## src/rtl/charge_seq_pkg.sv

```systemverilog
// Timing constants, rate encoding and state set of the charge sequencer
package charge_seq_pkg;

  // ==========================================================================
  // Clock and time base
  // ==========================================================================
  localparam int CLK_HZ          = 50000000;
  localparam int MS_PER_S        = 1000;
  localparam int MS_TICK_DEFAULT = CLK_HZ / MS_PER_S;  // Clock cycles per millisecond

  // ==========================================================================
  // Durations in their own units
  // ==========================================================================
  localparam int POLL_PULSE_MS   = 100;
  localparam int POLL_PERIOD_MS  = 624;
  localparam int REMOVE_WIN_MS   = 4;
  localparam int SOFT_INIT_MS    = 200;
  localparam int SOFT_STEP_MS    = 7;
  localparam int FAST_PULSE_MS   = 1048;
  localparam int REST_US         = 13000;
  localparam int ACQ_US          = 16400;
  localparam int TOP_MIN_MIN     = 120;
  localparam int TOP_4C_S        = 41;
  localparam int TOP_1C_S        = 11;
  localparam int TOP_C25_S       = 5;
  localparam int MAINT_4C_S      = 161;
  localparam int MAINT_1C_S      = 41;
  localparam int MAINT_C25_S     = 17;
  localparam int FAST_4C_MIN     = 21;
  localparam int FAST_1C_MIN     = 75;
  localparam int FAST_C25_MIN    = 212;
  localparam int MS_PER_MIN      = 60000;

  // ==========================================================================
  // Millisecond counts derived from the durations
  // ==========================================================================
  localparam int CW = 24;
  localparam logic [CW-1:0] POLL_ON_CNT   = CW'(POLL_PULSE_MS);
  localparam logic [CW-1:0] POLL_OFF_CNT  = CW'(POLL_PERIOD_MS - POLL_PULSE_MS);
  localparam logic [CW-1:0] WIN_CNT       = CW'(REMOVE_WIN_MS);
  localparam logic [CW-1:0] SOFT_INIT_CNT = CW'(SOFT_INIT_MS);
  localparam logic [CW-1:0] SOFT_STEP_CNT = CW'(SOFT_STEP_MS);
  localparam logic [CW-1:0] FAST_ON_CNT   = CW'(FAST_PULSE_MS);
  localparam logic [CW-1:0] FAST_OFF_CNT  = CW'((REST_US + ACQ_US) / MS_PER_S);
  localparam logic [CW-1:0] TOP_MIN_CNT   = CW'(TOP_MIN_MIN * MS_PER_MIN);
  localparam logic [CW-1:0] TOP_4C_CNT    = CW'(TOP_4C_S * MS_PER_S - FAST_PULSE_MS);
  localparam logic [CW-1:0] TOP_1C_CNT    = CW'(TOP_1C_S * MS_PER_S - FAST_PULSE_MS);
  localparam logic [CW-1:0] TOP_C25_CNT   = CW'(TOP_C25_S * MS_PER_S - FAST_PULSE_MS);
  localparam logic [CW-1:0] MAINT_4C_CNT  = CW'(MAINT_4C_S * MS_PER_S - FAST_PULSE_MS);
  localparam logic [CW-1:0] MAINT_1C_CNT  = CW'(MAINT_1C_S * MS_PER_S - FAST_PULSE_MS);
  localparam logic [CW-1:0] MAINT_C25_CNT = CW'(MAINT_C25_S * MS_PER_S - FAST_PULSE_MS);
  localparam logic [CW-1:0] FAST_4C_CNT   = CW'(FAST_4C_MIN * MS_PER_MIN);
  localparam logic [CW-1:0] FAST_1C_CNT   = CW'(FAST_1C_MIN * MS_PER_MIN);
  localparam logic [CW-1:0] FAST_C25_CNT  = CW'(FAST_C25_MIN * MS_PER_MIN);

  // ==========================================================================
  // Enumerations
  // ==========================================================================
  typedef enum logic [1:0] {RATE_4C, RATE_1C, RATE_C25} rate_e;

  typedef enum logic [3:0] {
    ST_POWER_UP, ST_POLL_ON, ST_POLL_OFF, ST_SOFT_ON, ST_SOFT_OFF,
    ST_FAST_ON, ST_FAST_OFF, ST_TOP_ON, ST_TOP_OFF, ST_MAINT_ON,
    ST_MAINT_OFF, ST_SHUTDOWN
  } state_e;

endpackage : charge_seq_pkg

```

## src/rtl/battery_charge_sequencer.sv

```systemverilog
// Pulsed-current charge sequencer: polling, soft start, fast, topping, maintenance
`timescale 1ns/1ns
`default_nettype none

module battery_charge_sequencer
  import charge_seq_pkg::*;
#(
  parameter int MS_TICK_CYCLES = MS_TICK_DEFAULT
) (
  // Clock and reset
  input  wire logic clk,
  input  wire logic sys_rst,
  // Comparator front end
  input  wire logic cell_above_open_circuit_reference,
  input  wire logic cell_below_half,
  input  wire logic open_circuit_reference_over_2v3,
  input  wire logic open_circuit_reference_over_4v,
  input  wire logic rate_pin_low,
  input  wire logic rate_pin_mid,
  input  wire logic slope_done,
  // Current source switch
  output var  logic charge_pulse_out,
  // Open-drain indicators
  output var  logic fast_charge_indicator_out,
  output var  logic fast_charge_indicator_oe_n,
  output var  logic maintenance_indicator_out,
  output var  logic maintenance_indicator_oe_n
);

  // ==========================================================================
  // Decoding helpers
  // ==========================================================================
  // Topping off time for the latched rate
  function automatic logic [CW-1:0] top_off(input rate_e r);
    case (r)
      RATE_4C:  top_off = TOP_4C_CNT;
      RATE_C25: top_off = TOP_C25_CNT;
      default:  top_off = TOP_1C_CNT;
    endcase
  endfunction : top_off

  // Maintenance off time for the latched rate
  function automatic logic [CW-1:0] maint_off(input rate_e r);
    case (r)
      RATE_4C:  maint_off = MAINT_4C_CNT;
      RATE_C25: maint_off = MAINT_C25_CNT;
      default:  maint_off = MAINT_1C_CNT;
    endcase
  endfunction : maint_off

  // Fast charge time limit for the latched rate
  function automatic logic [CW-1:0] fast_limit(input rate_e r);
    case (r)
      RATE_4C:  fast_limit = FAST_4C_CNT;
      RATE_C25: fast_limit = FAST_C25_CNT;
      default:  fast_limit = FAST_1C_CNT;
    endcase
  endfunction : fast_limit

  // States in which the current source is switched on
  function automatic logic is_on(input state_e s);
    is_on = (s == ST_POLL_ON) || (s == ST_SOFT_ON) || (s == ST_FAST_ON) ||
            (s == ST_TOP_ON) || (s == ST_MAINT_ON);
  endfunction : is_on

  // ==========================================================================
  // Millisecond time base
  // ==========================================================================
  logic [16:0]   tick_cnt_reg;
  logic          ms_tick_reg;
  state_e        state_reg;
  state_e        state_next;
  rate_e         rate_reg;
  logic [CW-1:0] phase_reg;
  logic [CW-1:0] soft_width_reg;
  logic [CW-1:0] session_reg;
  logic [CW-1:0] stage_reg;
  logic          seen_above_reg;
  logic          in_window;
  logic          phase_end;
  logic          session_start;
  logic          keep_phase;

  // Every duration below counts this one tick, so all scale with the clock
  always_ff @(posedge clk) begin
    if (sys_rst) begin
      tick_cnt_reg <= '0;
      ms_tick_reg  <= 1'b0;
    end else if (tick_cnt_reg == 17'(MS_TICK_CYCLES - 1)) begin
      tick_cnt_reg <= '0;
      ms_tick_reg  <= 1'b1;
    end else begin
      tick_cnt_reg <= tick_cnt_reg + 17'h00001;
      ms_tick_reg  <= 1'b0;
    end
  end

  // ==========================================================================
  // Sequencer
  // ==========================================================================
  assign in_window     = is_on(state_reg) && (phase_reg < WIN_CNT);
  assign session_start = ((state_reg == ST_POWER_UP) || (state_reg == ST_POLL_ON)) &&
                         (state_next == ST_SOFT_ON);
  // The detecting poll pulse carries on as the first soft-start pulse
  assign keep_phase    = (state_reg == ST_POLL_ON) && (state_next == ST_SOFT_ON);

  // Phase end for the current state's duration, checked on the tick
  always_comb begin
    logic [CW-1:0] dur;
    dur = FAST_OFF_CNT;
    case (state_reg)
      ST_POLL_ON:   dur = POLL_ON_CNT;
      ST_POLL_OFF:  dur = POLL_OFF_CNT;
      ST_SOFT_ON:   dur = soft_width_reg;
      ST_FAST_ON,
      ST_TOP_ON,
      ST_MAINT_ON:  dur = FAST_ON_CNT;
      ST_TOP_OFF:   dur = top_off(rate_reg);
      ST_MAINT_OFF: dur = maint_off(rate_reg);
      default:      dur = FAST_OFF_CNT;
    endcase
    phase_end = ms_tick_reg && (phase_reg >= dur - 24'h000001);
  end

  // Next state; shutdown overrides everything and is only left by reset
  always_comb begin
    state_next = state_reg;
    case (state_reg)
      ST_POWER_UP:
        state_next = cell_below_half ? ST_POLL_ON : ST_SOFT_ON;
      ST_POLL_ON: begin
        if (seen_above_reg || (in_window && cell_above_open_circuit_reference)) begin
          if (phase_end) state_next = ST_POLL_OFF;
        end else if (!in_window) begin
          state_next = ST_SOFT_ON;
        end
      end
      ST_POLL_OFF:
        if (phase_end) state_next = ST_POLL_ON;
      ST_SOFT_ON:
        if (in_window && cell_above_open_circuit_reference) state_next = ST_POLL_OFF;
        else if (phase_end) state_next = ST_SOFT_OFF;
      ST_SOFT_OFF:
        if (phase_end) begin
          if ((soft_width_reg >= FAST_ON_CNT) && !open_circuit_reference_over_2v3) state_next = ST_FAST_ON;
          else state_next = ST_SOFT_ON;
        end
      ST_FAST_ON:
        if (in_window && cell_above_open_circuit_reference) state_next = ST_POLL_OFF;
        else if (session_reg >= fast_limit(rate_reg)) state_next = ST_TOP_OFF;
        else if (phase_end) state_next = ST_FAST_OFF;
      ST_FAST_OFF:
        if ((session_reg >= fast_limit(rate_reg)) || slope_done) state_next = ST_TOP_OFF;
        else if (phase_end) state_next = ST_FAST_ON;
      ST_TOP_ON:
        if (in_window && cell_above_open_circuit_reference) state_next = ST_POLL_OFF;
        else if (phase_end) state_next = ST_TOP_OFF;
      ST_TOP_OFF:
        if (cell_below_half) state_next = ST_POLL_OFF;
        else if (phase_end) state_next = (stage_reg >= TOP_MIN_CNT) ? ST_MAINT_ON : ST_TOP_ON;
      ST_MAINT_ON:
        if (in_window && cell_above_open_circuit_reference) state_next = ST_POLL_OFF;
        else if (phase_end) state_next = ST_MAINT_OFF;
      ST_MAINT_OFF:
        if (cell_below_half) state_next = ST_POLL_OFF;
        else if (phase_end) state_next = ST_MAINT_ON;
      ST_SHUTDOWN:
        state_next = ST_SHUTDOWN;
      default:
        state_next = ST_POWER_UP;
    endcase
    if (open_circuit_reference_over_4v) state_next = ST_SHUTDOWN;
  end

  // State register
  always_ff @(posedge clk) begin
    if (sys_rst) state_reg <= ST_POWER_UP;
    else state_reg <= state_next;
  end

  // Time spent in the current phase
  always_ff @(posedge clk) begin
    if (sys_rst) phase_reg <= '0;
    else if ((state_next != state_reg) && !keep_phase) phase_reg <= '0;
    else if (ms_tick_reg) phase_reg <= phase_reg + 24'h000001;
  end

  // Absence seen inside the window of a poll pulse; the pulse still runs full length
  always_ff @(posedge clk) begin
    if (sys_rst) seen_above_reg <= 1'b0;
    else if (state_reg != ST_POLL_ON) seen_above_reg <= 1'b0;
    else if (in_window && cell_above_open_circuit_reference) seen_above_reg <= 1'b1;
  end

  // Soft-start pulse grows each cycle until it matches the fast pulse
  always_ff @(posedge clk) begin
    if (sys_rst) soft_width_reg <= SOFT_INIT_CNT;
    else if (session_start) soft_width_reg <= SOFT_INIT_CNT;
    else if ((state_reg == ST_SOFT_OFF) && (state_next == ST_SOFT_ON)) begin
      if (soft_width_reg + SOFT_STEP_CNT >= FAST_ON_CNT) soft_width_reg <= FAST_ON_CNT;
      else soft_width_reg <= soft_width_reg + SOFT_STEP_CNT;
    end
  end

  // Rate is read off the indicator pin while it is still released
  always_ff @(posedge clk) begin
    if (sys_rst) rate_reg <= RATE_1C;
    else if (session_start) begin
      if (rate_pin_low) rate_reg <= RATE_4C;
      else if (rate_pin_mid) rate_reg <= RATE_C25;
      else rate_reg <= RATE_1C;
    end
  end

  // Session timer from power-up or insertion; saturates so it cannot wrap
  always_ff @(posedge clk) begin
    if (sys_rst) session_reg <= '0;
    else if (session_start) session_reg <= '0;
    else if (ms_tick_reg && (session_reg != '1)) session_reg <= session_reg + 24'h000001;
  end

  // Topping stage timer, gives the minimum topping time
  always_ff @(posedge clk) begin
    if (sys_rst) stage_reg <= '0;
    else if ((state_next == ST_TOP_OFF) && (state_reg != ST_TOP_OFF) && (state_reg != ST_TOP_ON)) stage_reg <= '0;
    else if (ms_tick_reg && (stage_reg != '1)) stage_reg <= stage_reg + 24'h000001;
  end

  // ==========================================================================
  // Pin drivers, registered from the next state so they track state_reg
  // ==========================================================================
  // Switching is the only current control; the source sets the amplitude
  always_ff @(posedge clk) begin
    if (sys_rst) charge_pulse_out <= 1'b0;
    else charge_pulse_out <= is_on(state_next);
  end

  // Open drains only ever pull low, so the data flops stay at zero
  always_ff @(posedge clk) begin
    if (sys_rst) begin
      fast_charge_indicator_out <= 1'b0;
      maintenance_indicator_out <= 1'b0;
    end else begin
      fast_charge_indicator_out <= 1'b0;
      maintenance_indicator_out <= 1'b0;
    end
  end

  // Enables are low while the pin is pulled low, released otherwise
  always_ff @(posedge clk) begin
    if (sys_rst) begin
      fast_charge_indicator_oe_n <= 1'b1;
      maintenance_indicator_oe_n <= 1'b1;
    end else begin
      fast_charge_indicator_oe_n <= !((state_next == ST_SOFT_ON) || (state_next == ST_SOFT_OFF) ||
                                      (state_next == ST_FAST_ON) || (state_next == ST_FAST_OFF));
      maintenance_indicator_oe_n <= !((state_next == ST_POWER_UP) || (state_next == ST_POLL_ON) ||
                                      (state_next == ST_POLL_OFF) || (state_next == ST_TOP_ON) ||
                                      (state_next == ST_TOP_OFF) || (state_next == ST_MAINT_ON) ||
                                      (state_next == ST_MAINT_OFF));
    end
  end
endmodule : battery_charge_sequencer

`default_nettype wire

```

## config.mk

```make
export PLATFORM = sky130hd
export DESIGN_NAME = battery_charge_sequencer
export DESIGN_NICKNAME = d
export VERILOG_FILES = /design/src/rtl/charge_seq_pkg.sv /design/src/rtl/battery_charge_sequencer.sv
export SDC_FILE = /design/constraint.sdc
export NUM_CORES = 1
export LEC_CHECK = 0
export ABC_AREA = 0
export CAP_MARGIN = 20
export CORE_UTILIZATION = 65
export DETAILED_ROUTE_END_ITERATION = 8
export DONT_BUFFER_PORTS = 1
export PLACE_DENSITY = 0.81
export SKIP_LAST_GASP = 1
export SLEW_MARGIN = 20
export SYNTH_ARGS = -nofsm -noshare
export SYNTH_HDL_FRONTEND = slang
export SYNTH_SLANG_ARGS = --single-unit
```

## constraint.sdc

```tcl
create_clock -name clk -period 13.6 [get_ports clk]
set_clock_uncertainty 0.05 [all_clocks]
set_input_delay 4.08 -clock clk [delete_from_list [all_inputs] [get_ports clk]]
set_output_delay 4.08 -clock clk [all_outputs]
set_load 0.01 [all_outputs]
```

; Word level (Yosys, flattened, before mapping)
; Cells that the tools add are included.
[word_totals]
out_inout_bits = 5
regBits = 124
input_bits = 9
word_cells = 135
[classes]
addsub = 6
order_cmp = 7
eq_ne = 29
reduce_logical = 45
mux = 36
[op_table]
columns = cell, count
row1 = one-hot mux 24 bit (6 select lines), 1
row2 = two-way mux 24 bit, 4
row3 = two-way mux 4 bit, 22
row4 = "adder 24 x 1 -> 24 bit, second input constant", 3
row5 = greater-or-equal comparator 24 bit, 3
row6 = "greater-or-equal comparator 24 x 11 -> 1 bit, second input constant", 2
row7 = "inequality test 24 bit, second input constant", 2
row8 = one-hot mux 24 bit (2 select lines), 1
row9 = one-hot mux 4 bit (12 select lines), 1
row10 = one-hot mux 18 bit (2 select lines), 1
row11 = "equality test 4 x 3 -> 1 bit, second input constant", 8
row12 = one-hot mux 16 bit (2 select lines), 1
row13 = "equality test 4 bit, second input constant", 7
row14 = "adder 24 x 3 -> 24 bit, second input constant", 1
row15 = "greater-or-equal comparator 24 x 23 -> 1 bit, second input constant", 1
row16 = "< comparator 24 x 3 -> 1 bit, second input constant", 1
row17 = "subtractor 24 x 1 -> 24 bit, second input constant", 1
row18 = logical OR 1 bit, 20
row19 = "adder 17 x 1 -> 17 bit, second input constant", 1
row20 = "equality test 17 x 16 -> 1 bit, second input constant", 1
row21 = "equality test 4 x 2 -> 1 bit, second input constant", 4
row22 = logical AND 1 bit, 12
row23 = OR reduction 2 bit, 5
row24 = "equality test 4 x 1 -> 1 bit, second input constant", 2
row25 = 12 further kinds, 18

; Depth between registers and ports, before layout
[logic_depth]
depth_word = 22
depth_mapped = 26

; Least setup slack after synthesis
; No wires, ideal clock.
[synth_path]
path_type = in2reg
startpoint = in cell_above_open_circuit_reference
endpoint = reg stage_reg[10]
path_slack_ns = 7.427
stages = 11
t_required_ns = 13.418
arrival_time_ns = 5.991
cell_sequence = nand2_1 > or3_1 > clkbuf_1 > a31oi_1 > a32o_1 > o211ai_1 > a21boi_0 > o221ai_1 > nor4_4 > buf_6 > nor3_1
[synth_between]
elab_chain_cells = 9
word_cells_on_any_way = 13
[synth_lines]
columns = element, line_no
row1 = "start, declared", battery_charge_sequencer.sv:14  ; input wire logic cell_above_open_circuit_reference,
row2 = logical AND 1 bit (*), -
row3 = logical OR 1 bit, battery_charge_sequencer.sv:132  ; if (seen_above_reg || (in_window && cell_above_open_circuit_reference)) begin
row4 = two-way mux 4 bit, battery_charge_sequencer.sv:132
row5 = one-hot mux 4 bit (12 select lines) (*), battery_charge_sequencer.sv:128  ; case (state_reg)
row6 = two-way mux 4 bit (*), battery_charge_sequencer.sv:172  ; if (open_circuit_reference_over_4v) state_next = ST_SHUTDOWN;
row7 = equality test 4 bit (*), battery_charge_sequencer.sv:225  ; else if ((state_next == ST_TOP_OFF) && (state_reg != ST_TOP_OFF) && (state_reg != ST_TOP_ON)) stage_reg <= '0;
row8 = logical AND 1 bit (*) (2 in a row), battery_charge_sequencer.sv:225
row9 = OR reduction 2 bit (no source line) (*), -
row10 = "end signal, assigned", battery_charge_sequencer.sv:226  ; else if (ms_tick_reg && (stage_reg != '1)) stage_reg <= stage_reg + 24'h000001;
row11 = "end, declared", battery_charge_sequencer.sv:77  ; logic [CW-1:0] stage_reg;
; Mark *: on every way between the ends. The rest lies on a longest branch, timed or not.
; A chain may end at the register's enable or synchronous reset.

; Worst setup path in the final report
[layout_path]
startpoint = reg state_reg[3]
endpoint = reg session_reg[21]
[layout_between]
elab_chain_cells = 14
word_cells_on_any_way = 50
[layout_lines]
columns = element, line_no
row1 = "start, declared", battery_charge_sequencer.sv:71  ; state_e state_reg;
row2 = "start signal, assigned", battery_charge_sequencer.sv:178  ; else state_reg <= state_next;
row3 = "equality test 4 x 3 -> 1 bit, or another cell as far along", "battery_charge_sequencer.sv:62, battery_charge_sequencer.sv:111, battery_charge_sequencer.sv:128"
row4 = OR reduction 3 bit or logical OR 1 bit (tied branches), "battery_charge_sequencer.sv:111, battery_charge_sequencer.sv:62"
row5 = one-hot mux 24 bit (6 select lines) or logical OR 1 bit (tied branches), "battery_charge_sequencer.sv:111, battery_charge_sequencer.sv:62"
row6 = subtractor 24 x 1 -> 24 bit or logical OR 1 bit (tied branches), "battery_charge_sequencer.sv:122, battery_charge_sequencer.sv:62"
row7 = greater-or-equal comparator 24 bit or logical OR 1 bit (tied branches), "battery_charge_sequencer.sv:122, battery_charge_sequencer.sv:63"
row8 = "logical AND 1 bit, on equally long branches", "battery_charge_sequencer.sv:122, battery_charge_sequencer.sv:101"
row9 = two-way mux 4 bit or logical AND 1 bit (tied branches), -
row10 = two-way mux 4 bit or logical OR 1 bit (tied branches), "battery_charge_sequencer.sv:150, battery_charge_sequencer.sv:132"
row11 = "two-way mux 4 bit, on equally long branches", "battery_charge_sequencer.sv:149, battery_charge_sequencer.sv:132"
row12 = one-hot mux 4 bit (12 select lines), battery_charge_sequencer.sv:128
row13 = two-way mux 4 bit, battery_charge_sequencer.sv:172
row14 = equality test 4 x 2 -> 1 bit, battery_charge_sequencer.sv:103  ; (state_next == ST_SOFT_ON);
row15 = logical AND 1 bit (*), battery_charge_sequencer.sv:102  ; assign session_start = ((state_reg == ST_POWER_UP) || (state_reg == ST_POLL_ON)) &&
row16 = OR reduction 2 bit (no source line) (*), -
row17 = "end signal, assigned", battery_charge_sequencer.sv:219  ; else if (ms_tick_reg && (session_reg != '1)) session_reg <= session_reg + 24'h000001;
row18 = "end, declared", battery_charge_sequencer.sv:76  ; logic [CW-1:0] session_reg;
; Marked as above.

==> summary.log <==
[run_status] run status completed
[yosys] number of synthesized register bits 124
[drt] post-detailed-route via-to-cell ratio 6.310
[global_routing] wire length of the first global-routing pass 32690 um
[drt] Post-Route WL 19400 um
[timing] RSZ-0062 raised after global routing no
[yosys] Syn. warnings 0
[hold_path] Hold WC Path Type flip-flop to flip-flop
[clock_network] clock root buffer master clkbuf_16
[power_and_ir_drop] power density over the cells 105.0 mW/mm2
[yosys] number of enable-type register cells in the synthesized netlist 0
[yosys] number of cells produced by synthesis 1035
[yosys] Synth Flop Type dfxtp_1
[clock_network] cts hold-fix bufs 0
[clock_network] TritonCTS clock tree yes
[power_and_ir_drop] total power 0.9229 mW
[timing] final period demand of the worst path 6.824 ns
[worst_setup_path] start-to-end type of the worst setup path flip-flop to flip-flop
[yosys] average instance area after synthesis 7.887 um2
[drt] remaining routing DRC violations 0
[drt] Vias 7509
[final_layout] final core utilization 0.7258
[yosys] Async SR Flop Fraction 0
[worst_setup_path] Crit path required time 13.83 ns
[final_layout] area of the multi-input gates 0.005350 mm2
[yosys] fraction of synthesized cell area taken by the top area cell type 0.3041
[timing] setup violators final 0
[global_routing] GRT Resource Usage Total 0.3132
[final_layout] area growth from synthesis to layout 7.695%
[die] io pins 14
[die] floorplan row count 40
[final_layout] Final #Nets 1066
[place] area of placed instances 0.008205 mm2
[global_routing] maximum number of pins on one net before global-route repair 35
[yosys] post-synth cell types 77
[timing] worst-margin pin slew 1.023 ns
[final_layout] ratio of cells with drive above 1 in the final layout 0.05577
[yosys] Cell Area, Synth 0.008163 mm2
[yosys] post-synthesis cell type with the largest combined area dfxtp_1
[timing] Final Hold Viols 0
[die] area enclosed by the die boundary 0.01301 mm2
[yosys] main area contributors after synthesis dfxtp_1 (30%), ha_1 (7.4%), xor2_1 (6.1%)
[clock_network] H-tree level count 4
[timing] summed negative setup slack over all endpoints 0 ns
[place] dpl hpwl 13230 um
[drt] first-pass detailed-route iteration total 6
[final_layout] sequential standard cell area 0.002482 mm2
[die] effective utilization at floorplan 0.6740
[yosys] sequential share of the synthesized area 0.3041
[global_routing] initial antenna violation count 0
[clock_network] buffers inserted by post-CTS timing repair 0
[clock_network] clock sinks 124
[global_routing] number of global-route vias before repair 6983
[clock_network] clock insertion delay at the later pin of the skew report 0.42 ns
[die] height of the die 114.1 um
[drt] drt wl/cell 16.30 um
[clock_network] CTS Buf Count 17
[timing] achievable clock frequency 146.5 MHz
[clock_network] Clock Pin Slew Worst Setup and Hold Paths 0.06 ns
[drt] antenna viol nets, final 0
[die] placeable core region 0.01211 mm2
[power_and_ir_drop] worst IR drop on VDD 115.5 uV
[final_layout] Post-Layout Inst Area 0.008791 mm2
[final_layout] fill cell total of the finished layout 993
[timing] number of max-slew violations in the final report 0
[run] total of max-cap violations 0
[timing] post-route fraction of the period consumed by the critical path 0.5018
[global_routing] total congestion overflow after global routing 0
[clock_network] total of cells resized after clock tree synthesis 0
[power_and_ir_drop] static leakage power 3.154 nW
[timing] tightest slew margin relative to the limit 0.3000
[worst_setup_path] Startpoint Class flip-flop
[place] count of input and output buffers 0
[worst_setup_path] Worst Path Max Fanout 32
[worst_setup_path] crit path DAT 7.05 ns
[final_layout] diodes inserted 0
[worst_setup_path] Worst setup EP type flip-flop
[die] floorplan die width 114.1 um
[clock_network] number of buffers on the longest clock path 2
[drt] DRC marker count from the first detailed-route iteration 599
[place] routability congestion estimate from global placement 0.9529
-- placed cells by master (no fill, tap or decap), drive strengths merged, types with 12 or more instances in the layout --
cell type	n
nor2	130
dfxtp	124
nand2	87
xor2	57
nor3	52
xnor2	52
ha	48
nand3	47
nor4	41
a21oi	39
o21ai	39
and3	35
inv	29
nand4	26
clkbuf	19
a211oi	12
-- per-stage QoR --
step / std cells / hold WS (ns) / setup WS, ns
final: 1190 / 0.4027 / 6.776
after CTS: 1190 / 0.4042 / 6.503
after global placement: 1158 / 0.3826 / 6.716
after detailed placement: 1158 / 0.3895 / 6.525
after floorplan: 1036 / 0.3675 / 7.427
after global routing: 1190 / 0.4320 / 6.010
-- routing by layer --
| metal | wire, um | share of wire | GRT usage | vias to the layer above |
|---|---|---|---|---|
| met2 | 9461 | 0.49 | 0.5366 | 246 |
| li1 | - | - | - | 3683 |
| met1 | 8374 | 0.43 | 0.3884 | 3538 |
| met5 | 0 | 0 | 0 | - |
| met4 | 452 | 0.023 | 0.1134 | 0 |
| met3 | 1111 | 0.057 | 0.06511 | 42 |
-- logic make-up (layout without fill, tap and decap cells) --
family | Yosys count | after routing | share of synthesized area
simple gates | 497 | 497 | 0.3153
compound gates | 170 | 170 | 0.1427
flops | 124 | 124 | 0.3041
xor+xnor | 109 | 109 | 0.1170
buf+inv | 82 | 68 | 0.04200
fa+ha+maj | 48 | 48 | 0.07357
mux | 4 | 4 | 0.004905
other cells | 1 | 2 | 0.0004594
-- cell usage after synthesis, drive strengths merged (3+ instances only) --
master   number
a41oi         3
nor4         41
o2111ai       4
a21o          3
o21a          9
or3           9
a211o         4
dfxtp       124
o21ai        39
and2         10
nor4b         3
xnor2        52
and3         35
o22ai         3
clkbuf       39
a2111oi       5
o21bai        3
a21oi        39
mux2i         4
buf          15
nand4        26
nand3b        5
nor3b         3
a211oi       12
or4           7
o311a         3
nand2        87
a221oi        3
a311oi        3
inv          27
nor2        130
nor3         52
nor2b        11
a31oi        11
nand3        47
xor2         57
o211ai        4
ha           48
nand2b       10
nand4b        6
and4          5
a32oi         3
or2           4
-- power breakdown --
group          internal, mW  switching (mW)  leakage (nW)
Clock                 0.275           0.172         0.276
Combinational        0.0375          0.0677          1.88
Sequential            0.367         0.00506          1.00
Total                 0.679           0.244          3.15
-- worst max-delay path: stages (launching register included) --
cell and delay [ns]:
dfxtp_1 0.92, nor4bb_2 0.20, buf_4 0.26, a21oi_1 0.25
nand3b_1 0.14, a2111oi_0 0.81, and2_1 0.29, nand2_1 0.10
o311a_1 0.34, a31oi_1 0.17, ha_1 0.27, nand4_1 0.15
nor2_1 0.07, a311oi_1 0.44, o2111ai_4 0.28, a2111oi_0 0.57
o32a_1 0.29, o21a_1 0.18, o2111ai_2 0.20, nand2_2 0.58
nor2_1 0.12
-- worst paths after layout --
| kind | from | endpoint | slack, ns | cells after the start |
|---|---|---|---|---|
| setup / recovery | state_reg[3] | session_reg[21] | 6.78 | 20 |
| hold / removal | tick_cnt_reg[0] | tick_cnt_reg[0] | 0.40 | 1 |
| hold reg to reg | tick_cnt_reg[0] | tick_cnt_reg[0] | 0.40 | 1 |
| setup reg to reg | state_reg[3] | session_reg[21] | 6.78 | 20 |
-- area by class of cell --
type                            count  area share
Multi-Input combinational cell    830      0.6086
Tap cell                          168     0.02391
Inverter                           28     0.01196
Clock buffer                       19     0.05038
Sequential cell                   124      0.2824
Timing Repair Buffer                8    0.006832
Clock inverter                     13     0.01594
No activity file was read; power rests on OpenSTA's default activity.
